`src/sfch_pkg.sv`:
```
// Constants and types shared by the serial flow-control handshake block.
// Assumes one 20 MHz system clock and a register port with 4-bit word addresses.
package sfch_pkg;

    // ==========================================================
    // Timing
    localparam int CLK_PERIOD_NS = 50;
    localparam int MS_NS = 1_000_000;
    localparam int CYC_PER_MS = MS_NS / CLK_PERIOD_NS;

    // ==========================================================
    // Widths
    localparam int AW = 4;
    localparam int DW = 16;
    localparam int MSW = 14;
    localparam int SZW = 14;

    // ==========================================================
    // Register offsets
    localparam logic [AW-1:0] REG_OUT_DELAY = 4'h0;
    localparam logic [AW-1:0] REG_OUT_CHARS = 4'h1;
    localparam logic [AW-1:0] REG_OUT_TERM = 4'h2;
    localparam logic [AW-1:0] REG_OUT_INIT = 4'h3;
    localparam logic [AW-1:0] REG_EXT_DELAY = 4'h4;
    localparam logic [AW-1:0] REG_EXT_IMM = 4'h5;
    localparam logic [AW-1:0] REG_BLOCK = 4'h6;
    localparam logic [AW-1:0] REG_HS_CHARS = 4'h7;
    localparam logic [AW-1:0] REG_BUF_SIZE = 4'h8;
    localparam logic [AW-1:0] REG_PRESET = 4'h9;
    localparam logic [AW-1:0] REG_STATUS = 4'ha;
    localparam logic [AW-1:0] REG_FREE = 4'hb;

    // ==========================================================
    // Field positions
    localparam int LO_BYTE_LSB = 0;
    localparam int HI_BYTE_LSB = 8;
    localparam int PRESET_VAL_LSB = 0;
    localparam int PRESET_MODE_LSB = 2;
    localparam int PRESET_PARAM_BIT = 15;
    localparam int STAT_DTR_BIT = 0;
    localparam int STAT_BUSY_BIT = 1;
    localparam int STAT_ECHO_BIT = 2;

    // ==========================================================
    // Character codes and preset values
    localparam logic [7:0] CHR_NUL = 8'h00;
    localparam logic [7:0] CHR_ENQ = 8'h05;
    localparam logic [7:0] CHR_ACK = 8'h06;
    localparam logic [7:0] CHR_LF = 8'h0a;
    localparam logic [7:0] CHR_CR = 8'h0d;
    localparam logic [7:0] CHR_DC1 = 8'h11;
    localparam logic [7:0] CHR_DC3 = 8'h13;
    localparam logic [7:0] CHR_DIGIT0 = 8'h30;
    localparam logic [MSW-1:0] XON_TURN_MS = 14'h0032;
    localparam logic [MSW-1:0] XON_ICD_MS = 14'h000a;
    localparam logic [MSW-1:0] MS_ZERO = 14'h0000;
    localparam logic [SZW-1:0] DEF_BLOCK = 14'h0050;
    localparam logic [SZW-1:0] DEF_BUF_SIZE = 14'h0400;
    localparam logic [1:0] HS_MODE_ON = 2'h2;
    localparam logic [1:0] HS_MODE_OFF = 2'h0;
    localparam logic [2:0] STEP_FIRST_DIGIT = 3'h1;
    localparam logic [2:0] STEP_TERM1 = 3'h6;
    localparam logic [2:0] STEP_LAST = 3'h7;

    // ==========================================================
    // Types
    typedef enum logic [1:0] {METH_NONE, METH_XON, METH_ENQ, METH_HARD} sfch_method_t;
    typedef enum logic [2:0] {ST_IDLE, ST_TRIG, ST_ROOM, ST_DELAY, ST_PICK, ST_SEND} sfch_state_t;

endpackage

```
`src/sfch_handshake.sv`:
```
// Serial flow-control handshake block: presets, enquire/acknowledge replies, hardwire line, free-space answers.
// Assumes a receiver and transmitter on sys_clk, and a buffer consumer that pulses buf_consume per byte used.
//
// Contract
// RULE1 - Host sends an enquiry before each data block in enquire/acknowledge mode.
// RULE2 - Block-size command takes block size, enquiry code, acknowledgment code in order.
// RULE3 - Output-format command takes turnaround, trigger, echo terminate, terminator in order.
// RULE4 - Hardwire line is high from power-on.
// RULE5 - Hardwire line goes low when free space falls below block size.
// RULE6 - Hardwire line stays low until free space exceeds block size.
// RULE7 - Host transmits another block only while the hardwire line is high.
// RULE8 - Free-space query is answered with empty byte count; host compares to block.
// RULE9 - Buffer size, delays, trigger, echo, initiator, terminator are all configurable.
// RULE10 - Handshake select value 0 none, 1 Xon-Xoff, 2 enquire/acknowledge, 3 hardwire.
// RULE11 - Handshake select without parameter acts as value 0.
// RULE12 - Preset 1 loads turnaround 50, echo 10, term 13, response 17, delay 10, immediate 19.
// RULE13 - Preset 2 loads trigger 17, echo 10, term 13, enquiry 5, response 6.
// RULE14 - Presets 0 and 3 clear all delays and characters; first terminator 13. No preset here clears the initiator character.
// RULE15 - Every preset sets block 80, buffer 1024, second terminator 0, mode field.
// RULE16 - Reply waits the turnaround delay after the request.
// RULE17 - With a trigger set, reply waits until the trigger character arrives.
// RULE18 - Intercharacter delay precedes every reply character, added to turnaround first.
// RULE19 - Nonzero enquiry character enables enquiry; zero disables it.
// RULE20 - Acknowledgment is sent only when free space reaches block size.
// RULE21 - Host sends at most one block after each acknowledgment.
//
// The address map and the plain strobed port were chosen for this implementation.
`timescale 1ns/10ps
module sfch_handshake
    import sfch_pkg::*;
#(
    parameter int CYCLES_PER_MS = CYC_PER_MS
) (
    // Clock and reset
    input wire logic sys_clk,
    input wire logic resetn,
    // Register port
    input wire logic [AW-1:0] reg_addr,
    input wire logic [DW-1:0] reg_wdata,
    input wire logic reg_wr,
    input wire logic reg_rd,
    output logic [DW-1:0] reg_rdata,
    // Received characters and buffer use
    input wire logic rx_valid,
    input wire logic [7:0] rx_data,
    input wire logic buf_consume,
    input wire logic free_query,
    // Reply characters
    output logic [7:0] tx_data,
    output logic tx_valid,
    input wire logic tx_ready,
    // Handshake line and echo state
    output logic dtr,
    output logic echo_wait
);

    // ==========================================================
    // Configuration
    logic [MSW-1:0] turn_ms;
    logic [MSW-1:0] icd_ms;
    logic [7:0] trigger_chr;
    logic [7:0] echo_chr;
    logic [7:0] term1_chr;
    logic [7:0] term2_chr;
    logic [7:0] init_chr;
    logic [7:0] imm_chr;
    logic [7:0] enq_chr;
    logic [7:0] ack_chr;
    logic [SZW-1:0] block_size;
    logic [SZW-1:0] buf_size;
    logic [1:0] hs_mode;
    sfch_method_t method;
    logic [1:0] preset_val;

    assign preset_val = reg_wdata[PRESET_PARAM_BIT] ? reg_wdata[PRESET_VAL_LSB +: 2] : 2'h0; // RULE11

    always_ff @(posedge sys_clk or negedge resetn) begin
        if (!resetn) begin
            turn_ms <= MS_ZERO;
            icd_ms <= MS_ZERO;
            trigger_chr <= CHR_NUL;
            echo_chr <= CHR_NUL;
            term1_chr <= CHR_CR;
            term2_chr <= CHR_NUL;
            init_chr <= CHR_NUL;
            imm_chr <= CHR_NUL;
            enq_chr <= CHR_NUL;
            ack_chr <= CHR_NUL;
            block_size <= DEF_BLOCK;
            buf_size <= DEF_BUF_SIZE;
            hs_mode <= HS_MODE_OFF;
            method <= METH_NONE;
        end else if (reg_wr) begin
            unique case (reg_addr)
                REG_OUT_DELAY: turn_ms <= reg_wdata[MSW-1:0]; // RULE3
                REG_OUT_CHARS: begin
                    trigger_chr <= reg_wdata[LO_BYTE_LSB +: 8]; // RULE3
                    echo_chr <= reg_wdata[HI_BYTE_LSB +: 8]; // RULE3
                end
                REG_OUT_TERM: begin
                    term1_chr <= reg_wdata[LO_BYTE_LSB +: 8]; // RULE3
                    term2_chr <= reg_wdata[HI_BYTE_LSB +: 8];
                end
                REG_OUT_INIT: init_chr <= reg_wdata[LO_BYTE_LSB +: 8]; // RULE9
                REG_EXT_DELAY: icd_ms <= reg_wdata[MSW-1:0]; // RULE9
                REG_EXT_IMM: imm_chr <= reg_wdata[LO_BYTE_LSB +: 8];
                REG_BLOCK: block_size <= reg_wdata[SZW-1:0]; // RULE2
                REG_HS_CHARS: begin
                    enq_chr <= reg_wdata[LO_BYTE_LSB +: 8]; // RULE2
                    ack_chr <= reg_wdata[HI_BYTE_LSB +: 8]; // RULE2
                end
                REG_BUF_SIZE: buf_size <= reg_wdata[SZW-1:0]; // RULE9
                REG_PRESET: begin
                    // Common values first; each preset below overrides what differs.
                    block_size <= DEF_BLOCK; // RULE15
                    buf_size <= DEF_BUF_SIZE; // RULE15
                    term1_chr <= CHR_CR; // RULE14
                    term2_chr <= CHR_NUL; // RULE15
                    turn_ms <= MS_ZERO;
                    icd_ms <= MS_ZERO;
                    trigger_chr <= CHR_NUL;
                    echo_chr <= CHR_NUL;
                    enq_chr <= CHR_NUL;
                    ack_chr <= CHR_NUL;
                    imm_chr <= CHR_NUL;
                    hs_mode <= HS_MODE_OFF; // RULE14
                    method <= sfch_method_t'(preset_val); // RULE10
                    unique case (sfch_method_t'(preset_val))
                        METH_XON: begin
                            turn_ms <= XON_TURN_MS; // RULE12
                            echo_chr <= CHR_LF; // RULE12
                            ack_chr <= CHR_DC1; // RULE12
                            icd_ms <= XON_ICD_MS; // RULE12
                            imm_chr <= CHR_DC3; // RULE12
                            hs_mode <= HS_MODE_ON; // RULE15
                        end
                        METH_ENQ: begin
                            trigger_chr <= CHR_DC1; // RULE13
                            echo_chr <= CHR_LF; // RULE13
                            enq_chr <= CHR_ENQ; // RULE13
                            ack_chr <= CHR_ACK; // RULE13
                            hs_mode <= HS_MODE_ON; // RULE15
                        end
                        METH_NONE, METH_HARD: begin
                        end
                    endcase
                end
                default: begin
                end
            endcase
        end
    end

    // ==========================================================
    // Buffer fill level
    logic [SZW-1:0] fill;
    logic [SZW-1:0] free_space;
    logic enq_hit;
    logic fill_inc;
    logic fill_dec;

    assign enq_hit = rx_valid && method == METH_ENQ && enq_chr != CHR_NUL && rx_data == enq_chr; // RULE19 RULE1
    assign fill_inc = rx_valid && !echo_wait && !enq_hit && fill != buf_size;
    assign fill_dec = buf_consume && fill != '0;
    assign free_space = (buf_size > fill) ? buf_size - fill : '0;

    always_ff @(posedge sys_clk or negedge resetn) begin
        if (!resetn) begin
            fill <= '0;
        end else if (fill_inc && !fill_dec) begin
            fill <= fill + 1'b1;
        end else if (fill_dec && !fill_inc) begin
            fill <= fill - 1'b1;
        end
    end

    // ==========================================================
    // Hardwire line
    always_ff @(posedge sys_clk or negedge resetn) begin
        if (!resetn) begin
            dtr <= 1'b1; // RULE4
        end else if (method != METH_HARD) begin
            dtr <= 1'b1; // RULE4
        end else if (free_space < block_size) begin
            dtr <= 1'b0; // RULE5
        end else if (free_space > block_size) begin
            dtr <= 1'b1; // RULE6
        end
    end

    // ==========================================================
    // Reply sequencer
    // A request that arrives while a reply is in progress is dropped; the host waits for each answer.
    sfch_state_t state;
    logic kind_ack;
    logic [2:0] step;
    logic [SZW-1:0] snap;
    logic tmr_start;
    logic [MSW:0] tmr_ms;
    logic tmr_expired;
    logic reply_done;
    logic trig_seen;
    logic cur_ok;
    logic [7:0] cur_chr;
    logic [SZW-1:0] place;
    logic [SZW-1:0] quo;

    assign trig_seen = rx_valid && rx_data == trigger_chr;

    sfch_ms_timer #(
        .CYCLES_PER_MS(CYCLES_PER_MS)
    ) u_timer (
        .sys_clk(sys_clk),
        .resetn(resetn),
        .start(tmr_start),
        .ms(tmr_ms),
        .expired(tmr_expired)
    );

    // Reply characters: initiator, body, first and second terminator; zero entries are skipped.
    always_comb begin
        cur_ok = 1'b0;
        cur_chr = CHR_NUL;
        place = 14'h0001;
        quo = '0;
        unique case (step)
            3'h0: begin
                cur_chr = init_chr;
                cur_ok = init_chr != CHR_NUL;
            end
            3'h1, 3'h2, 3'h3, 3'h4, 3'h5: begin
                unique case (step)
                    3'h1: place = 14'h2710;
                    3'h2: place = 14'h03e8;
                    3'h3: place = 14'h0064;
                    3'h4: place = 14'h000a;
                    default: place = 14'h0001;
                endcase
                quo = snap / place;
                if (kind_ack) begin
                    cur_chr = ack_chr; // RULE20
                    cur_ok = step == STEP_FIRST_DIGIT && ack_chr != CHR_NUL;
                end else begin
                    cur_chr = CHR_DIGIT0 + 8'(quo % 14'h000a); // RULE8
                    cur_ok = snap >= place || place == 14'h0001;
                end
            end
            3'h6: begin
                cur_chr = term1_chr;
                cur_ok = term1_chr != CHR_NUL;
            end
            3'h7: begin
                cur_chr = term2_chr;
                cur_ok = term1_chr != CHR_NUL && term2_chr != CHR_NUL;
            end
        endcase
    end

    always_ff @(posedge sys_clk or negedge resetn) begin
        if (!resetn) begin
            state <= ST_IDLE;
            kind_ack <= 1'b0;
            step <= 3'h0;
            snap <= '0;
            tmr_start <= 1'b0;
            tmr_ms <= '0;
            tx_data <= CHR_NUL;
            tx_valid <= 1'b0;
            reply_done <= 1'b0;
        end else begin
            tmr_start <= 1'b0;
            reply_done <= 1'b0;
            unique case (state)
                ST_IDLE: begin
                    if (enq_hit || free_query) begin
                        kind_ack <= enq_hit;
                        state <= (trigger_chr != CHR_NUL) ? ST_TRIG : ST_ROOM; // RULE17
                    end
                end
                ST_TRIG: begin
                    if (trig_seen) begin
                        state <= ST_ROOM; // RULE17
                    end
                end
                ST_ROOM: begin
                    if (!kind_ack || free_space >= block_size) begin // RULE20
                        snap <= free_space; // RULE8
                        step <= 3'h0;
                        tmr_start <= 1'b1;
                        tmr_ms <= {1'b0, turn_ms} + {1'b0, icd_ms}; // RULE16 RULE18
                        state <= ST_DELAY;
                    end
                end
                ST_DELAY: begin
                    if (tmr_expired && !tmr_start) begin
                        state <= ST_PICK; // RULE16
                    end
                end
                ST_PICK: begin
                    if (cur_ok) begin
                        tx_data <= cur_chr;
                        tx_valid <= 1'b1;
                        state <= ST_SEND;
                    end else if (step == STEP_LAST) begin
                        reply_done <= 1'b1;
                        state <= ST_IDLE;
                    end else begin
                        step <= step + 3'h1;
                    end
                end
                ST_SEND: begin
                    if (tx_ready) begin
                        tx_valid <= 1'b0;
                        if (step == STEP_LAST) begin
                            reply_done <= 1'b1;
                            state <= ST_IDLE;
                        end else begin
                            step <= step + 3'h1;
                            tmr_start <= 1'b1;
                            tmr_ms <= {1'b0, icd_ms}; // RULE18
                            state <= ST_DELAY;
                        end
                    end
                end
            endcase
        end
    end

    // ==========================================================
    // Echo suppression: after a reply the input is closed until the echo terminator arrives.
    always_ff @(posedge sys_clk or negedge resetn) begin
        if (!resetn) begin
            echo_wait <= 1'b0;
        end else if (reply_done && echo_chr != CHR_NUL) begin
            echo_wait <= 1'b1;
        end else if (echo_wait && rx_valid && rx_data == echo_chr) begin
            echo_wait <= 1'b0;
        end
    end

    // ==========================================================
    // Register read-back
    logic [DW-1:0] rd_mux;

    always_comb begin
        rd_mux = '0;
        unique case (reg_addr)
            REG_OUT_DELAY: rd_mux = DW'(turn_ms);
            REG_OUT_CHARS: rd_mux = {echo_chr, trigger_chr};
            REG_OUT_TERM: rd_mux = {term2_chr, term1_chr};
            REG_OUT_INIT: rd_mux = DW'(init_chr);
            REG_EXT_DELAY: rd_mux = DW'(icd_ms);
            REG_EXT_IMM: rd_mux = DW'(imm_chr);
            REG_BLOCK: rd_mux = DW'(block_size);
            REG_HS_CHARS: rd_mux = {ack_chr, enq_chr};
            REG_BUF_SIZE: rd_mux = DW'(buf_size);
            REG_PRESET: begin
                rd_mux[PRESET_VAL_LSB +: 2] = method;
                rd_mux[PRESET_MODE_LSB +: 2] = hs_mode;
            end
            REG_STATUS: begin
                rd_mux[STAT_DTR_BIT] = dtr;
                rd_mux[STAT_BUSY_BIT] = state != ST_IDLE;
                rd_mux[STAT_ECHO_BIT] = echo_wait;
            end
            REG_FREE: rd_mux = DW'(free_space); // RULE8
            default: rd_mux = '0;
        endcase
    end

    always_ff @(posedge sys_clk or negedge resetn) begin
        if (!resetn) begin
            reg_rdata <= '0;
        end else begin
            reg_rdata <= reg_rd ? rd_mux : '0;
        end
    end

    // ==========================================================
    // Checks
    AST_DTR_OTHER_MODE: assert property (@(posedge sys_clk) disable iff (!resetn) // RULE4
        method != METH_HARD |=> dtr) else $error("Line low outside hardwire mode.");
    AST_DTR_LOW: assert property (@(posedge sys_clk) disable iff (!resetn) // RULE5
        method == METH_HARD && free_space < block_size |=> !dtr) else $error("Line not lowered.");
    AST_DTR_HOLD: assert property (@(posedge sys_clk) disable iff (!resetn) // RULE6
        method == METH_HARD && !dtr && free_space <= block_size |=> !dtr) else $error("Line raised early.");
    AST_NO_PARAM: assert property (@(posedge sys_clk) disable iff (!resetn) // RULE11
        reg_wr && reg_addr == REG_PRESET && !reg_wdata[PRESET_PARAM_BIT] |=> method == METH_NONE && hs_mode == HS_MODE_OFF)
        else $error("Missing parameter did not select none.");
    AST_PRESET_XON: assert property (@(posedge sys_clk) disable iff (!resetn) // RULE12
        reg_wr && reg_addr == REG_PRESET && preset_val == 2'h1
        |=> turn_ms == XON_TURN_MS && icd_ms == XON_ICD_MS && ack_chr == CHR_DC1 && imm_chr == CHR_DC3)
        else $error("Xon-Xoff preset values wrong.");
    AST_PRESET_ENQ: assert property (@(posedge sys_clk) disable iff (!resetn) // RULE13
        reg_wr && reg_addr == REG_PRESET && preset_val == 2'h2
        |=> trigger_chr == CHR_DC1 && enq_chr == CHR_ENQ && ack_chr == CHR_ACK && icd_ms == MS_ZERO)
        else $error("Enquire preset values wrong.");
    AST_PRESET_COMMON: assert property (@(posedge sys_clk) disable iff (!resetn) // RULE15
        reg_wr && reg_addr == REG_PRESET
        |=> block_size == DEF_BLOCK && buf_size == DEF_BUF_SIZE && term2_chr == CHR_NUL && term1_chr == CHR_CR)
        else $error("Common preset values wrong.");
    AST_BLOCK_CFG: assert property (@(posedge sys_clk) disable iff (!resetn) // RULE2
        reg_wr && reg_addr == REG_BLOCK |=> block_size == $past(reg_wdata[SZW-1:0]))
        else $error("Block size not stored.");
    AST_TRIG_WAIT: assert property (@(posedge sys_clk) disable iff (!resetn) // RULE17
        state == ST_TRIG && !trig_seen |=> state == ST_TRIG && !tx_valid) else $error("Reply before trigger.");
    AST_ROOM_WAIT: assert property (@(posedge sys_clk) disable iff (!resetn) // RULE20
        state == ST_ROOM && kind_ack && free_space < block_size |=> state == ST_ROOM)
        else $error("Acknowledge without room.");
    AST_DELAY_QUIET: assert property (@(posedge sys_clk) disable iff (!resetn) // RULE16
        state == ST_DELAY && !tmr_expired |=> !tx_valid [*2]) else $error("Character sent during delay.");

endmodule

```
`src/sfch_ms_timer.sv`:
```
// Millisecond delay timer for the reply path of the handshake block.
// Assumes start is a one-cycle pulse; expired is low from the cycle after start until the count runs out.
`timescale 1ns/10ps
module sfch_ms_timer
    import sfch_pkg::*;
#(
    parameter int CYCLES_PER_MS = CYC_PER_MS
) (
    // Clock and reset
    input wire logic sys_clk,
    input wire logic resetn,
    // Control
    input wire logic start,
    input wire logic [MSW:0] ms,
    output logic expired
);

    // ==========================================================
    // Counters
    logic [MSW:0] ms_left;
    logic [31:0] cyc;

    always_ff @(posedge sys_clk or negedge resetn) begin
        if (!resetn) begin
            ms_left <= '0;
            cyc <= '0;
        end else if (start) begin
            ms_left <= ms;
            cyc <= '0;
        end else if (ms_left != '0) begin
            if (cyc == 32'(CYCLES_PER_MS - 1)) begin
                cyc <= '0;
                ms_left <= ms_left - 1'b1;
            end else begin
                cyc <= cyc + 32'h0000_0001;
            end
        end
    end

    assign expired = (ms_left == '0);

endmodule

```
`config.mk`:
```
export PLATFORM = sky130hd
export DESIGN_NAME = sfch_handshake
export DESIGN_NICKNAME = d
export VERILOG_FILES = /design/src/sfch_pkg.sv /design/src/sfch_handshake.sv /design/src/sfch_ms_timer.sv
export SDC_FILE = /design/constraint.sdc
export NUM_CORES = 1
export LEC_CHECK = 0
export ABC_AREA = 1
export BUFFER_PORTS_ARGS = -buffer_cell sky130_fd_sc_hd__buf_2
export CAP_MARGIN = 0
export CORE_UTILIZATION = 45
export CTS_CLUSTER_DIAMETER = 30
export CTS_CLUSTER_SIZE = 28
export DETAILED_ROUTE_END_ITERATION = 8
export PLACE_DENSITY = 0.71
export SLEW_MARGIN = 15
export SYNTH_ARGS = -nofsm -noshare
export SYNTH_HDL_FRONTEND = slang
export SYNTH_SLANG_ARGS = --single-unit
```
`constraint.sdc`:
```
create_clock -name sys_clk -period 26.8 [get_ports sys_clk]
set_clock_uncertainty 0.05 [all_clocks]
set_input_delay 2.68 -clock sys_clk [delete_from_list [all_inputs] [get_ports sys_clk]]
set_output_delay 2.68 -clock sys_clk [all_outputs]
set_load 0.05 [all_outputs]
```
==> metrics.md <==
| Metric | Value |
|---|---|
| # fillers | 4047 |
| CTS Root Cell | clkbuf_16 |
| Synth Area in XOR/XNOR | 4.03% |
| Synth Area in Adders | a little under an eighth |
| Antenna cells | 0 |
| WP buf/inv | 19 |
| Slew at the pin with the worst max-slew slack | 1140 ps |
| Total die area | 45200 µm² |
| CP max stage cell | dfrtp_1 |
| Highest clock rate | around 0.04 GHz |
| Tcrit/Tclk final | between 90% and 100% |
| Smallest hold slack | between 300 and 400 ps |
| Avg WL per Cell | 17.7 µm |
| Final hold violations | 0 |
| GRT Util Overall | between 20 and 30% |
| Setup-failing EPs final | 0 |
| Hold_buf cts | 0 |
| Crit path time final | between 20000 and 25000 ps |
| Crit path max fanout | 20 |
| Routed vias | 19700 |
| Slew HR | 23.8% |
| Max stage delay on crit path | just under 400 ps |
| DP Cell Count | approximately 3400 |
| Iter 0 DRT Violations | 1622 |
| Die width | 213 µm |
| First-pass GRT wire length | slightly below 100 mm |
| Reg2reg start | step[0] |
| Total negative setup slack | 0 ps |
| CP arrival | 25210 ps |
| Cell Area, Synth | 20000 µm² |
| Crit end category | register |
| Main combinational cell family by area after synthesis | simple AND/OR/NAND/NOR gates |
| R2R Setup Slk | 1980 ps |
| Post-Syn Instances | between 2000 and 3000 |
| Antenna violations before repair | 0 |
| Most used cell, CP | nand2_1 |
| Sequential area share after synthesis | 31.2% |
| Die height | 213 µm |
| Final WL | approximately 62 mm |
| HPWL after detailed placement | roughly 47 mm |
| Mean Syn Cell Area | 7.20 µm² |
| Antenna Nets Post-Route | 0 |
| Drt drc | 0 |
| Worst min-delay path startpoint | method[0] |
| Hold path depth | 1 |
| Vias in the first global route | around 19000 |
| Share of cells above drive strength 1 | 13.0% |
| Mux cell area share after synthesis | 0.225% |
| Placeable Area | 43500 µm² |
| Ports | 63 |
| Most frequent cells in the layout | nand2_1 (616), inv_1 (386), o21ai_0 (292), dfrtp_1 (242), nor2_1 (198) |
| WS Path Type | register to register |
| HP Class | register to register |
| Overflow after GRT | 0 |
| CTS sink cnt | 249 |
| FF-to-FF End | tx_data[5] |
| CTS clk-pin slew, worst paths | 50 ps |
| Slew Limit Fails | 0 |
| Post-synth EDFFs | 0 |
| Num rows | 76 |
| Distinct cells, synth | 61 |
| Required time worst endpoint | around 27000 ps |
| Worst Hold End | dtr |
| Synth Area in Simple Gates | 24.2% |
| Largest net degree at the start of global routing | roughly 120 |
| Delay-heaviest family, CP | compound AO/OA/AOI/OAI gates |
| Number of synthesized register bits | 249 |
| Post-synth top flop | dfrtp_1 |
| Reg2reg path depth | 182 |
| # nets final | 3112 |
| YS warnings | 0 |
| Synth Area in Compound Gates | 19.4% |
| Commonest non-fill, non-tap cell in the layout | nand2_1 |
| Initial core utilization | 46.0% |
| H-tree depth | 2 |
| Net Count, Synth | 2999 |
| Layout area overhead | 18.6% |
| Clock buffer depth | 3 |
| CTS tree | built |
| Non-Filler Instances | 3522 |
| Pre-antenna DRT Iters | 6 |
| Post-synth ARST share | 100% |
| CTS Buf Count | 56 |
| DR vias/cell | 5.58 |
| RD Place Congestion | 1.00 |
| Number of port buffers | between 60 and 70 |
| Maxcap violations | 0 |
| Clk Latency, worst-skew pair | just under 600 ps |
| Status | complete, no violations |
| Crit start category | register |
## layer usage
layer  vias up  wire [µm]  part of all wire [%]  track usage [%]
li1       9539          -                     -                -
met2       690      28500                    46             44.4
met5         -          0                     0                0
met1      9285      27200                    44             36.9
met4         0       2690                   4.3             12.5
met3       145       4000                   6.4             3.63
## repair_timing
| action | in CTS | in global routing |
|---|---|---|
| pin swaps | 0 | 35 |
| gates cloned | 0 | 3 |
| resized for setup | 3 | 69 |
| buffers inserted | 1 | 40 |
| setup endpoints to repair | 4 | 8 |
## worst max-delay path by stage
stage	slack, ps	endpoint	from	depth (start not counted)
2_1_floorplan	1	tx_data[5]	step[0]	195
3_3_place_gp	800	tx_data[5]	step[0]	182
3_5_place_dp	-300	tx_data[5]	step[0]	182
4_1_cts	110	tx_data[5]	step[0]	183
5_1_grt	-250	tx_data[5]	step[0]	186
6_report	1980	tx_data[5]	step[0]	182
## cell families (layout without fill, tap and decap cells)
group | Yosys count | count (layout)
buffers and inverters | 481 | 640
flip-flops | 249 | 249
adder cells (fa/ha/maj) | 187 | 187
AND/OR/NAND/NOR | 1095 | 1097
AO/OA/AOI/OAI | 668 | 668
multiplexers | 4 | 4
XOR/XNOR | 92 | 92
## metrics by stage
| step | cell area, µm² | utilization [%] | setup WS (ps) |
|---|---|---|---|
| final | 23700 | 54.5 | 1980 |
| after global routing | 23700 | 54.5 | -247 |
| after CTS | 23100 | 53.2 | 108 |
| after detailed placement | 20900 | 48.2 | -301 |
| after global placement | 20900 | 48.2 | 803 |
| after floorplan | 20000 | - | 1.45 |
## layout make-up
class                   count  area (µm²)  share of cell area [%]
clock inverters            42         697                    2.94
inverters                 407        1530                    6.46
repair buffers            127         828                    3.50
well taps                 585         732                    3.09
clock buffers              64        1480                    6.25
flip-flops and latches    249        6240                    26.3
multi-input cells        2048       12200                    51.4
## state kept, by name (all words and copies together) (netlist names), 14 cells and up
name / cells
turn_ms: 14
fill: 14
tmr_ms: 15
u_timer.cyc: 32
reg_rdata: 16
snap: 14
u_timer.ms_left: 15
icd_ms: 14
block_size: 14
buf_size: 14
## cells in the mapped netlist (38+ instances only)
| cell type | instances | area, µm² |
|---|---|---|
| nand3_1 | 83 | 415 |
| dfrtp_1 | 242 | 6060 |
| nand4_1 | 38 | 238 |
| a21oi_1 | 142 | 711 |
| nand2_1 | 621 | 2330 |
| clkbuf_1 | 65 | 244 |
| inv_1 | 387 | 1450 |
| nor3_1 | 39 | 195 |
| ha_1 | 184 | 2300 |
| o21ai_0 | 311 | 1560 |
| xor2_1 | 47 | 412 |
| nor2_1 | 201 | 754 |
| xnor2_1 | 45 | 394 |
Power is not shown: default switching activity piles up to over one toggle a cycle in this logic, so the estimate is an artifact.
